File: src/hdl/sae_defines.svh
// constants for the storage, alignment and external interrupt exception unit
// assumes a 32-bit classic wishbone slave port and a 125 MHz core clock
`ifndef SAE_DEFINES_SVH
`define SAE_DEFINES_SVH
// vector offsets
`define SAE_VEC_NONE  20'h00000
`define SAE_VEC_DSI   20'h00300
`define SAE_VEC_ISI   20'h00400
`define SAE_VEC_EXT   20'h00500
`define SAE_VEC_ALIGN 20'h00600
// register byte offsets
`define SAE_OFS_CTRL  8'h00
`define SAE_OFS_BKPT  8'h04
`define SAE_OFS_CAUSE 8'h08
`define SAE_OFS_VEC   8'h0c
`define SAE_OFS_STAT  8'h10
// control register bits
`define SAE_CTRL_EE   0
`define SAE_CTRL_LE   1
`define SAE_CTRL_LOCK 2
`define SAE_CTRL_DIS  3
`define SAE_CTRL_BPW  4
`define SAE_CTRL_BPR  5
`define SAE_CTRL_W    6
`define SAE_CTRL_RST  6'h00
// cause register bits
`define SAE_C_DSPROG  0
`define SAE_C_MISS    1
`define SAE_C_PROT    2
`define SAE_C_DSEXT   3
`define SAE_C_DSWT    4
`define SAE_C_BKPT    5
`define SAE_C_SEGMISS 6
`define SAE_C_W       7
`define SAE_BKPT_LSB  3
`endif

File: src/hdl/sae_pkg.sv
// types shared by the exception unit and its surroundings
// assumes sae_defines.svh is on the include path
`include "sae_defines.svh"
package sae_pkg;
  typedef enum logic [1:0] {SAE_IDLE = 2'b00, SAE_DRAIN = 2'b01, SAE_TAKE = 2'b11} sae_state_e;
  typedef enum logic [2:0] {
    SAE_K_NONE = 3'h0, SAE_K_ISI = 3'h1, SAE_K_ALIGN = 3'h2, SAE_K_DSI = 3'h3, SAE_K_EXT = 3'h4
  } sae_kind_e;
  typedef struct packed {
    logic        valid;
    logic        fetch;
    logic        load;
    logic        store;
    logic        fp;
    logic        multi;
    logic        strng;
    logic        resv;
    logic        extctl;
    logic        dcbz;
    logic [1:0]  size_log2;
    logic [31:0] effective_address;
  } sae_acc_s;
  typedef struct packed {
    logic       hit_primary;
    logic       hit_secondary;
    logic       hit_block;
    logic       seg_table_miss;
    logic       segment_direct_store_flag;
    logic       ds_prog_exc;
    logic       supervisor;
    logic       supervisor_key;
    logic       user_key;
    logic [1:0] page_protect_bits;
    logic       write_through;
    logic       cache_inhibited;
  } sae_xlat_s;
endpackage : sae_pkg

File: src/hdl/sae_exc.sv
// exception detection and vectoring for data and instruction storage,
// alignment and external interrupt faults, with a wishbone register port
// assumes the access and translation inputs come from logic on sys_clk
//
// Decided for this implementation: register access over Wishbone and the placing of the registers.
`timescale 1ns/1ps
module sae_exc #(
  parameter int ADDR_W = 8
) (
  // clock, reset, enable
  input  wire  logic                 sys_clk,
  input  wire  logic                 rst_b,
  input  wire  logic                 ce,
  // wishbone slave
  input  wire  logic                 wb_cyc_i,
  input  wire  logic                 wb_stb_i,
  input  wire  logic                 wb_we_i,
  input  wire  logic [ADDR_W-1:0]    wb_adr_i,
  input  wire  logic [3:0]           wb_sel_i,
  input  wire  logic [31:0]          wb_dat_i,
  output logic       [31:0]          wb_dat_o,
  output logic                       wb_ack_o,
  // pipeline side
  input  wire  sae_pkg::sae_acc_s    acc_i,
  input  wire  sae_pkg::sae_xlat_s   xlat_i,
  input  wire  logic                 inflight_i,
  output logic                       dispatch_stall_o,
  output logic                       exc_valid_o,
  output logic       [19:0]          exc_vector_o,
  output sae_pkg::sae_kind_e         exc_kind_o,
  // external requester
  input  wire  logic                 ext_irq_req
);
  import sae_pkg::*;

  logic [`SAE_CTRL_W-1:0] ctrl_r;
  logic [`SAE_CTRL_W-1:0] ctrl_nxt;
  logic [31:0]            bkpt_r;
  logic [31:0]            bkpt_nxt;
  logic [`SAE_C_W-1:0]    data_fault_cause_reg;
  logic [`SAE_C_W-1:0]    cause_nxt;
  logic [19:0]            vec_r;
  logic [31:0]            rdata_nxt;
  logic                   ack_r;
  logic [31:0]            rdat_r;
  logic                   irq_meta_r;
  logic                   irq_sync_r;
  sae_state_e             state_r;
  sae_state_e             state_nxt;
  logic                   exc_valid_r;
  logic [19:0]            exc_vec_r;
  sae_kind_e              exc_kind_r;
  sae_kind_e              kind_nxt;

  // bus decode
  wire       bus_req   = wb_cyc_i & wb_stb_i & ~ack_r;
  wire       bus_wr    = bus_req & wb_we_i;
  wire [7:0] bus_ofs   = 8'(wb_adr_i);
  wire       sel_ctrl  = bus_ofs == `SAE_OFS_CTRL;
  wire       sel_bkpt  = bus_ofs == `SAE_OFS_BKPT;
  wire       sel_cause = bus_ofs == `SAE_OFS_CAUSE;
  wire       sel_vec   = bus_ofs == `SAE_OFS_VEC;
  wire       sel_stat  = bus_ofs == `SAE_OFS_STAT;
  wire       wr_ctrl   = bus_wr & sel_ctrl & wb_sel_i[0];
  wire       wr_cause  = bus_wr & sel_cause & wb_sel_i[0];

  // control fields
  wire ee_bit      = ctrl_r[`SAE_CTRL_EE];
  wire le_mode     = ctrl_r[`SAE_CTRL_LE];
  wire dc_locked   = ctrl_r[`SAE_CTRL_LOCK];
  wire dc_disabled = ctrl_r[`SAE_CTRL_DIS];
  wire bp_on_write = ctrl_r[`SAE_CTRL_BPW];
  wire bp_on_read  = ctrl_r[`SAE_CTRL_BPR];

  // access classes
  wire        data_acc  = acc_i.valid & ~acc_i.fetch;
  wire        fetch_acc = acc_i.valid & acc_i.fetch;
  wire [31:0] ea        = acc_i.effective_address;
  wire        word_unal = |ea[1:0];
  wire [2:0]  nat_mask  = (3'h1 << acc_i.size_log2) - 3'h1;
  wire        nat_unal  = acc_i.size_log2 == 2'h3 ? |ea[2:0] : |(ea[2:0] & nat_mask);
  wire        word_cls  = acc_i.fp | acc_i.multi | acc_i.resv | acc_i.extctl;

  // alignment conditions
  // word alignment check
  wire al_word = word_cls & word_unal;
  wire al_zatt = acc_i.dcbz & (xlat_i.cache_inhibited | xlat_i.write_through);
  wire al_zcache = acc_i.dcbz & (dc_locked | dc_disabled);
  wire al_le = le_mode & nat_unal;
  wire al_lems = le_mode & (acc_i.multi | acc_i.strng);
  wire align_hit = data_acc & (al_word | al_zatt | al_zcache | al_le | al_lems);

  // translation and protection
  wire seg_ds   = xlat_i.segment_direct_store_flag;
  wire use_key  = xlat_i.supervisor ? xlat_i.supervisor_key : xlat_i.user_key;
  wire [1:0] pp = xlat_i.page_protect_bits;
  wire rd_deny  = use_key & (pp == 2'b00);
  wire wr_deny  = (pp == 2'b11) | (use_key & (pp != 2'b10));
  wire no_xlat  = ~(xlat_i.hit_primary | xlat_i.hit_secondary | xlat_i.hit_block);
  wire bp_match = ea[31:`SAE_BKPT_LSB] == bkpt_r[31:`SAE_BKPT_LSB];

  // data fault cause bits
  logic [`SAE_C_W-1:0] cause_now;
  assign cause_now[`SAE_C_DSPROG] = xlat_i.ds_prog_exc & (acc_i.load | acc_i.store);
  assign cause_now[`SAE_C_MISS] = ~seg_ds & no_xlat;
  assign cause_now[`SAE_C_PROT] = ~seg_ds & ~no_xlat & (acc_i.store ? wr_deny : rd_deny);
  assign cause_now[`SAE_C_DSEXT] = seg_ds & (acc_i.extctl | acc_i.resv);
  assign cause_now[`SAE_C_DSWT] = seg_ds & acc_i.extctl & xlat_i.write_through;
  assign cause_now[`SAE_C_BKPT] = bp_match & ((bp_on_write & acc_i.store) | (bp_on_read & acc_i.load));
  assign cause_now[`SAE_C_SEGMISS] = xlat_i.seg_table_miss;
  wire dsi_hit = data_acc & (|cause_now);

  wire isi_hit = fetch_acc & (no_xlat | seg_ds | rd_deny);

  wire take_isi   = isi_hit;
  wire take_align = ~take_isi & align_hit;
  wire take_dsi   = ~take_isi & ~take_align & dsi_hit;
  wire fault_any  = take_isi | take_align | take_dsi;

  wire irq_live = irq_sync_r & ee_bit;
  wire irq_take = (state_r == SAE_DRAIN) & irq_live & ~inflight_i & ~fault_any;

  always_comb begin
    state_nxt = state_r;
    case (state_r)
      SAE_IDLE: begin
        if (irq_live) begin
          state_nxt = SAE_DRAIN;
        end
      end
      SAE_DRAIN: begin
        if (!irq_live) begin
          state_nxt = SAE_IDLE;
        end else if (irq_take) begin
          state_nxt = SAE_TAKE;
        end
      end
      SAE_TAKE: state_nxt = SAE_IDLE;
      default:  state_nxt = SAE_IDLE;
    endcase
  end

  always_comb begin
    kind_nxt = SAE_K_NONE;
    if (take_isi) begin
      kind_nxt = SAE_K_ISI;
    end else if (take_align) begin
      kind_nxt = SAE_K_ALIGN;
    end else if (take_dsi) begin
      kind_nxt = SAE_K_DSI;
    end else if (irq_take) begin
      kind_nxt = SAE_K_EXT;
    end
  end

  wire [19:0] vec_nxt = kind_nxt == SAE_K_ISI   ? `SAE_VEC_ISI   :
                        kind_nxt == SAE_K_ALIGN ? `SAE_VEC_ALIGN :
                        kind_nxt == SAE_K_DSI   ? `SAE_VEC_DSI   :
                        kind_nxt == SAE_K_EXT   ? `SAE_VEC_EXT   : `SAE_VEC_NONE;
  wire take_any = kind_nxt != SAE_K_NONE;

  // enable bit cleared by any taken exception
  always_comb begin
    ctrl_nxt = wr_ctrl ? wb_dat_i[`SAE_CTRL_W-1:0] : ctrl_r;
    if (take_any) begin
      ctrl_nxt[`SAE_CTRL_EE] = 1'b0;
    end
  end

  always_comb begin
    cause_nxt = wr_cause ? (data_fault_cause_reg & ~wb_dat_i[`SAE_C_W-1:0]) : data_fault_cause_reg;
    if (take_dsi) begin
      cause_nxt = cause_now;
    end
  end

  genvar gb;
  for (gb = 0; gb < 4; gb++) begin : g_bkpt
    assign bkpt_nxt[gb*8 +: 8] = (bus_wr & sel_bkpt & wb_sel_i[gb]) ? wb_dat_i[gb*8 +: 8] : bkpt_r[gb*8 +: 8];
  end

  assign rdata_nxt = sel_ctrl  ? {{(32-`SAE_CTRL_W){1'b0}}, ctrl_r} :
                     sel_bkpt  ? bkpt_r :
                     sel_cause ? {{(32-`SAE_C_W){1'b0}}, data_fault_cause_reg} :
                     sel_vec   ? {12'h000, vec_r} :
                     sel_stat  ? {28'h0000000, state_r, dispatch_stall_o, irq_sync_r} : 32'h00000000;

  always_ff @(posedge sys_clk or negedge rst_b) begin
    if (!rst_b) begin
      irq_meta_r <= 1'b0;
      irq_sync_r <= 1'b0;
    end else if (ce) begin
      irq_meta_r <= ext_irq_req;
      irq_sync_r <= irq_meta_r;
    end
  end

  always_ff @(posedge sys_clk or negedge rst_b) begin
    if (!rst_b) begin
      ack_r  <= 1'b0;
      rdat_r <= 32'h00000000;
    end else if (ce) begin
      ack_r  <= bus_req;
      rdat_r <= bus_req ? rdata_nxt : rdat_r;
    end
  end

  always_ff @(posedge sys_clk or negedge rst_b) begin
    if (!rst_b) begin
      ctrl_r               <= `SAE_CTRL_RST;
      bkpt_r               <= 32'h00000000;
      data_fault_cause_reg <= 7'h00;
    end else if (ce) begin
      ctrl_r               <= ctrl_nxt;
      bkpt_r               <= bkpt_nxt;
      data_fault_cause_reg <= cause_nxt;
    end
  end

  always_ff @(posedge sys_clk or negedge rst_b) begin
    if (!rst_b) begin
      state_r     <= SAE_IDLE;
      exc_valid_r <= 1'b0;
      exc_vec_r   <= `SAE_VEC_NONE;
      exc_kind_r  <= SAE_K_NONE;
      vec_r       <= `SAE_VEC_NONE;
    end else if (ce) begin
      state_r     <= state_nxt;
      exc_valid_r <= take_any;
      exc_vec_r   <= vec_nxt;
      exc_kind_r  <= kind_nxt;
      vec_r       <= take_any ? vec_nxt : vec_r;
    end
  end

  assign wb_ack_o         = ack_r;
  assign wb_dat_o         = rdat_r;
  assign dispatch_stall_o = state_r != SAE_IDLE;
  assign exc_valid_o      = exc_valid_r;
  assign exc_vector_o     = exc_vec_r;
  assign exc_kind_o       = exc_kind_r;

  // checks
  dsi_vector_a: assert property (@(posedge sys_clk) disable iff (!rst_b)
    ce && take_dsi |=> exc_valid_o && exc_vector_o == `SAE_VEC_DSI && data_fault_cause_reg == $past(cause_now))
    else $error("data fault vector or causes wrong");
  isi_vector_a: assert property (@(posedge sys_clk) disable iff (!rst_b)
    ce && fetch_acc && seg_ds |=> exc_kind_o == SAE_K_ISI && exc_vector_o == `SAE_VEC_ISI)
    else $error("fetch fault not taken");
  isi_xlat_a: assert property (@(posedge sys_clk) disable iff (!rst_b)
    ce && fetch_acc && no_xlat |=> exc_kind_o == SAE_K_ISI && exc_vector_o == `SAE_VEC_ISI)
    else $error("untranslated fetch not faulted");
  isi_prot_a: assert property (@(posedge sys_clk) disable iff (!rst_b)
    ce && fetch_acc && rd_deny |=> exc_kind_o == SAE_K_ISI)
    else $error("protected fetch not faulted");
  zero_attr_a: assert property (@(posedge sys_clk) disable iff (!rst_b)
    ce && data_acc && acc_i.dcbz && xlat_i.cache_inhibited |=> exc_vector_o == `SAE_VEC_ALIGN)
    else $error("block-zero to inhibited page not faulted");
  zero_cache_a: assert property (@(posedge sys_clk) disable iff (!rst_b)
    ce && data_acc && acc_i.dcbz && (dc_locked || dc_disabled) |=> exc_vector_o == `SAE_VEC_ALIGN)
    else $error("block-zero with cache off not faulted");
  le_natural_a: assert property (@(posedge sys_clk) disable iff (!rst_b)
    ce && data_acc && le_mode && acc_i.size_log2 == 2'h1 && ea[0] |=> exc_vector_o == `SAE_VEC_ALIGN)
    else $error("little-endian misaligned access not faulted");
  le_multi_a: assert property (@(posedge sys_clk) disable iff (!rst_b)
    ce && data_acc && le_mode && acc_i.multi |=> exc_vector_o == `SAE_VEC_ALIGN)
    else $error("little-endian multiple op not faulted");
  segmiss_cause_a: assert property (@(posedge sys_clk) disable iff (!rst_b)
    ce && take_dsi |=> data_fault_cause_reg[`SAE_C_SEGMISS] == $past(xlat_i.seg_table_miss))
    else $error("segment miss cause bit wrong");
  ce_freeze_a: assert property (@(posedge sys_clk) disable iff (!rst_b)
    !ce |=> $stable(exc_valid_o) && $stable(state_r) && $stable(wb_ack_o))
    else $error("state moved while enable low");
  align_vector_a: assert property (@(posedge sys_clk) disable iff (!rst_b)
    ce && data_acc && word_cls && word_unal && !fetch_acc |=> exc_vector_o == `SAE_VEC_ALIGN)
    else $error("alignment fault not taken");
  miss_cause_a: assert property (@(posedge sys_clk) disable iff (!rst_b)
    ce && take_dsi && !seg_ds |=> data_fault_cause_reg[`SAE_C_MISS] == $past(no_xlat))
    else $error("miss cause bit wrong");
  irq_order_a: assert property (@(posedge sys_clk) disable iff (!rst_b)
    ce && fault_any |=> exc_kind_o != SAE_K_EXT)
    else $error("interrupt taken ahead of fault");
  irq_drain_a: assert property (@(posedge sys_clk) disable iff (!rst_b)
    ce && exc_kind_o == SAE_K_EXT |-> $past(dispatch_stall_o) && !$past(inflight_i))
    else $error("interrupt taken before drain");
  irq_enable_a: assert property (@(posedge sys_clk) disable iff (!rst_b)
    ce && exc_kind_o == SAE_K_EXT |-> $past(ee_bit) && !ee_bit)
    else $error("interrupt taken while disabled");
  irq_vector_a: assert property (@(posedge sys_clk) disable iff (!rst_b)
    ce && irq_take |=> exc_valid_o && exc_vector_o == `SAE_VEC_EXT ##1 !dispatch_stall_o || !ce)
    else $error("interrupt vector wrong");
  one_exc_a: assert property (@(posedge sys_clk) disable iff (!rst_b)
    $onehot0({take_isi, take_align, take_dsi, irq_take}))
    else $error("more than one exception chosen");
  bus_ack_a: assert property (@(posedge sys_clk) disable iff (!rst_b)
    ce && bus_req |=> wb_ack_o ##1 !wb_ack_o || !ce)
    else $error("bus ack not single cycle");

  take_dsi_c:  cover property (@(posedge sys_clk) disable iff (!rst_b) ce && take_dsi && $countones(cause_now) > 1);
  take_irq_c:  cover property (@(posedge sys_clk) disable iff (!rst_b) ce && irq_take);
  irq_wait_c:  cover property (@(posedge sys_clk) disable iff (!rst_b) state_r == SAE_DRAIN && fault_any);
  take_algn_c: cover property (@(posedge sys_clk) disable iff (!rst_b) ce && take_align && al_lems);
  take_isi_c:  cover property (@(posedge sys_clk) disable iff (!rst_b) ce && take_isi && rd_deny);
endmodule : sae_exc

File: config.mk
export PLATFORM = sky130hd
export DESIGN_NAME = sae_exc
export DESIGN_NICKNAME = d
export VERILOG_FILES = /design/src/hdl/sae_pkg.sv /design/src/hdl/sae_exc.sv
export VERILOG_INCLUDE_DIRS = /design/src /design/src/hdl
export SDC_FILE = /design/constraint.sdc
export NUM_CORES = 1
export LEC_CHECK = 0
export BUFFER_PORTS_ARGS = -buffer_cell sky130_fd_sc_hd__buf_4
export CORE_ASPECT_RATIO = 0.5
export CORE_UTILIZATION = 30
export DETAILED_ROUTE_END_ITERATION = 12
export GPL_ROUTABILITY_DRIVEN = 0
export SLEW_MARGIN = 20
export SYNTH_ARGS = -nofsm -noshare
export SYNTH_HDL_FRONTEND = slang
export SYNTH_SLANG_ARGS = --single-unit
File: constraint.sdc
create_clock -name sys_clk -period 3.8 [get_ports sys_clk]
set_clock_uncertainty 0.2 [all_clocks]
set_input_delay 0.76 -clock sys_clk [delete_from_list [all_inputs] [get_ports sys_clk]]
set_output_delay 0.76 -clock sys_clk [all_outputs]
set_load 0.03 [all_outputs]
[Word level (Yosys, flattened, before mapping)]
Index checks and enable logic that the tools add are counted.
Word-level totals
  RAM bits: 0
  output and inout bits: 58
  register bits after elaboration: 126
  bits of input ports: 109
  memories: 0
  bits in latches: 0
  memory bits (read-only): 0
  logic and storage cells: 150
Cells by class
  equal/unequal tests: 15
  reduce and logical (&&, ||, !) cells: 21
  multiplexer cells: 24
  bitwise operators: 72
  order comparisons: 0
  $add $sub $neg: 1
  $mul: 0
  shift operators: 1
  divide/modulo/power cells: 0
Operator list (number)
  2-to-1 mux 32 bit: 2
  2-to-1 mux 11 bit: 4
  bitwise AND 1 bit: 41
  2-to-1 mux 20 bit: 2
  equality test 29 bit: 1
  OR 1 bit: 20
  AND reduction 2 bit: 9
  equality test 8 x 4 -> 1 bit, second input constant: 2
  2-to-1 mux 7 bit: 2
  2-to-1 mux 3 bit: 4
  equality test 8 x 3 -> 1 bit, second input constant: 1
  equality test 8 x 5 -> 1 bit, second input constant: 1
  logical NOT 8 bit: 1
  inverter 1 bit: 8
  bitwise AND 7 bit: 1
  inverter 7 bit: 1
  OR reduction 7 bit: 1
  equality test 3 x 2 -> 1 bit, second input constant: 2
  2-to-1 mux 2 bit: 3
  nonzero test 2 bit: 3
  OR reduction 3 bit: 2
  2-to-1 mux 1 bit: 5
  equality test 2 bit, second input constant: 2
  logical NOT 2 bit: 2
  13 further kinds: 14

[Logic depth before layout (Yosys ltp)]
  depth in word-level cells: 25
  depth in mapped cells: 8
  mapped depth without buffers: 7

[Least setup slack after synthesis]
OpenSTA, ideal clock, no wires.
  path kind: input port to flip-flop
  start: in acc_i[6] (netlist bit)
  end: reg data_fault_cause_reg[3]
  data arrival time: 2.596 ns
  library setup time: 0.123 ns
  stages: 8
  setup slack: 0.881 ns
  path buffers: 1
  data required time: 3.477 ns
  cells stage by stage: xnor2_1 > nand4_1 > or4_1 > or4_4 > a21oi_4 > buf_6 > o221ai_1 > o2bb2ai_1
Between the ends
  cells in the longest elaborated chain, start to end: 7
  elaborated cells on any way between the ends: 8
  classes of those cells: eq/ne: 1; mux: 1; bitwise: 3; reduce/logical: 3
Ends and longest elaborated chain
  start: declaration: RTL line sae_exc.sv:24  | input wire sae_pkg::sae_acc_s acc_i,
  equality test 29 bit *: RTL line sae_exc.sv:100  | wire bp_match = ea[31:`SAE_BKPT_LSB] == bkpt_r[31:`SAE_BKPT_LSB];
  bitwise AND 1 bit *: RTL line sae_exc.sv:109  | assign cause_now[`SAE_C_BKPT] = bp_match & ((bp_on_write & acc_i.store) | (bp_on_read & acc_i.load));
  OR reduction 7 bit *: RTL line sae_exc.sv:111  | wire dsi_hit = data_acc & (|cause_now);
  bitwise AND 1 bit *: RTL line sae_exc.sv:111
  bitwise AND 1 bit *: RTL line sae_exc.sv:117  | wire take_dsi = ~take_isi & ~take_align & dsi_hit;
  nonzero test 2 bit (no source line)
  AND reduction 2 bit (no source line)
  end signal: assignment: RTL line sae_exc.sv:216  | data_fault_cause_reg <= cause_nxt;
  end: declaration: RTL line sae_exc.sv:40  | logic [`SAE_C_W-1:0] data_fault_cause_reg;
Mark *: on every way between the ends. The rest lies on a longest branch, timed or not.
A chain may end at the register's enable or synchronous reset.

[Final worst setup path]
  start: in acc_i[22] (netlist bit)
  end: reg data_fault_cause_reg[4]
The elaborated chain is that of the path after synthesis.

==> impl_results.md <==
* Status: completed
* Flop pwr share at 46.6%
* H-tree Lvls at 3
* RSZ-0062 raised after global routing: false
* # DRC at 0
* CTS resizes at 0
* I/O pin cnt at 167
* CORE AREA at 14000 um^2
* Final net count at 635
* Core Util, Final at 42.9%
* CTS clk-pin slew, worst paths at 60 ps
* Sw Ratio at 24.0%
* Sw Pwr at 0.531 mW
* Final non-filler cell total at 721
* R2r startpoint: bkpt_r[22]$_DFFE_PN0P_
* Fmax at 324 MHz
* YS warnings at 0
* Core Rows at 30
* Die ar. at 15300 um^2
* Vias in the first global route at 3484
* Global route overflow at 0
* Leakage dissipation at 2.95 nW
* Min Tclk post-route at 3080 ps
* Seq/Total Area, Yosys at 51.8%
* Wirelength per Cell at 17.2 um
* Critical R2R Capture: data_fault_cause_reg[4]$_DFFE_PN0P_
* Top delay family on crit path: simple AND/OR/NAND/NOR gates
* Final hold vios at 0
* Mapped Area at 4440 um^2
* VDD IR max at 0.206 mV
* Via count at 3470
* Post-Synthesis Cells at 372
* Fin. max-slew vios at 0
* CP max-delay cell: or4_1
* Ys flop type: dfrtp_1
* # setup viols final at 0
* CTS tree: built
* Antenna violations before repair at 0
* Int Power at 1.68 mW
* Commonest cells after routing, fill and taps aside: buf_4, dfrtp_1, mux2_2, xnor2_1, a22o_1
* CP Capture Type: register
* Kind of critical path: input port to register
* Count of input and output buffers at 149
* Avg Cell Area, Syn at 11.9 um^2
* Pwr Total at 2.21 mW
* R2r setup slk at 800 ps
* Slew headroom at 44.1%
* Post-DRT Antenna Nets at 0
* Pwr dens at 368 nW/um^2
* Buffers & Inverters on Critical Path at 1
* R2R cell count at 7
* Slew of the pin with the lowest slew margin at 827 ps
* Required @ worst endpoint at 3820 ps
* Period utilization at 81.2%
* Post-DP HPWL at 9.71 mm
* Cts hold-fix bufs at 0
* # fillers at 1356
* Post-synth ARST share at 100%
* Hold Crit Class: input port to asynchronous set/reset pin
* Max-cap viol count at 0
* Starting Density at 31.7%
* Most common cell after layout, fill and taps aside: buf_4
* Number of synthesized flops with an enable pin at 0
* Crit Path Max Fanout at 14
* Placed cell count at 707
* Sinks on the clock net at 92
* TritonCTS buffer count at 9
* Antenna cells at 0
* Fraction of layout cells with a size suffix above 1 at 41.8%
* Clk buf depth at 2
* Slowest cell delay on critical path at 580 ps
* Total Wirelength at 12.4 mm
* Arrival time worst endpoint at 3110 ps
* Setup TNS at 0 ps
* Clk pwr share at 40.6%
* First-pass GRT wire length at 19.4 mm
* DR iter-0 viols at 182
* Die W at 174 um
* GRT Total Usage at 16.7%
* Crit-path cells: buf_4 > xnor2_1 > nand4_1 > or4_1 > or4_4 > a21oi_4 > o221ai_1 > a32o_1
* Die Span Y at 88.0 um
* Drt pass-1 iters at 4
* Clk_lat worst skew at 330 ps
* Comb pwr share at 12.7%
* Clock Tree Root: clkbuf_16
* Yosys cell types at 53
* CP startpoint kind: input port
* Largest net degree at the start of global routing at 55
* Area grow syn2layout at 35.3%
* Total setup buffers inserted after CTS at 0
* Seq cells post-synth at 92
* Via-per-instance ratio at 4.81
## layout make-up
class	count	area, um^2	share of cell area (%)
flip-flops and latches	92	2300	38.3
well taps	192	240	4.00
clock inverters	2	35.0	0.583
inverters	8	30.0	0.500
repair buffers	156	1170	19.5
multi-input cells	259	1970	32.9
clock buffers	12	256	4.27
## routing by layer
layer / vias to the layer above / part of all wire [%] / track usage (%)
met1: 1714 / 47 / 22.2
met4: 0 / 0.33 / 3.43
met3: 2 / 4.1 / 4.12
li1: 1662 / - / -
met2: 92 / 49 / 28.0
met5: - / 0 / 0
## how the worst max path moves through the flow
stage | from | endpoint | slack (ps) | cells after the start
after global routing | acc_i[22] | data_fault_cause_reg[4]$_DFFE_PN0P_ | 630 | 8
after detailed placement | acc_i[22] | data_fault_cause_reg[4]$_DFFE_PN0P_ | 370 | 8
after floorplan | acc_i[6] | data_fault_cause_reg[3]$_DFFE_PN0P_ | 880 | 8
after global placement | acc_i[22] | data_fault_cause_reg[4]$_DFFE_PN0P_ | 420 | 8
after CTS | acc_i[22] | data_fault_cause_reg[4]$_DFFE_PN0P_ | 720 | 8
final | acc_i[22] | data_fault_cause_reg[4]$_DFFE_PN0P_ | 720 | 8
## cell usage after synthesis, types with 2 or more instances
| cell type | instances | area share, % |
|---|---|---|
| nor3_1 | 4 | 0.45 |
| a21o_1 | 5 | 0.85 |
| a21oi_1 | 3 | 0.34 |
| and2_1 | 9 | 1.3 |
| dfrtp_1 | 92 | 52 |
| nor2b_1 | 2 | 0.28 |
| a211oi_1 | 2 | 0.34 |
| a31oi_1 | 4 | 0.56 |
| mux2_2 | 41 | 10 |
| xor2_1 | 5 | 0.99 |
| o21ai_1 | 2 | 0.23 |
| buf_6 | 3 | 0.76 |
| nand4_1 | 7 | 0.99 |
| mux2i_1 | 5 | 1.1 |
| buf_1 | 2 | 0.17 |
| o211a_1 | 2 | 0.45 |
| and4_1 | 2 | 0.39 |
| a22oi_1 | 9 | 1.5 |
| nand3b_1 | 2 | 0.34 |
| buf_4 | 17 | 2.9 |
| or4_1 | 3 | 0.51 |
| or3_2 | 2 | 0.34 |
| o2bb2ai_1 | 6 | 1.2 |
| a22o_1 | 21 | 4.1 |
| o21ai_0 | 12 | 1.4 |
| a221o_1 | 3 | 0.68 |
| nor4_1 | 3 | 0.42 |
| nand3_1 | 5 | 0.56 |
| or2_2 | 2 | 0.28 |
| o21a_1 | 2 | 0.34 |
| nor2_1 | 17 | 1.4 |
| clkbuf_1 | 6 | 0.51 |
| inv_1 | 8 | 0.68 |
| a22o_2 | 2 | 0.45 |
| xnor2_1 | 24 | 4.7 |
| o211ai_1 | 6 | 1.0 |
| nand2_1 | 11 | 0.93 |
| o221ai_1 | 6 | 1.2 |
## power groups by stage
stage          Clock, mW  Combinational, mW  Sequential [mW]
6_report           0.899              0.282             1.03
5_1_grt            0.964              0.306             1.04
4_1_cts            0.917              0.286             1.03
3_5_place_dp           0              0.285             1.05
3_3_place_gp           0              0.282             1.05
2_1_floorplan          0              0.129             1.06
## stage by stage
stage	setup WS, ps	hold slack [ps]	cell area [um^2]
global route	627	309	6010
CTS	724	292	6010
finish	715	264	6010
global placement	425	268	5720
floorplan	881	249	4500
detailed placement	372	278	5720
## cells by family after synthesis
group | synth area share (%)
buf+inv | 5.10
compound gates | 16.3
flops | 51.8
simple gates | 9.47
xor+xnor | 5.72
other cells | 0.0844
mux | 11.5
(Power assumes the default switching activity.)
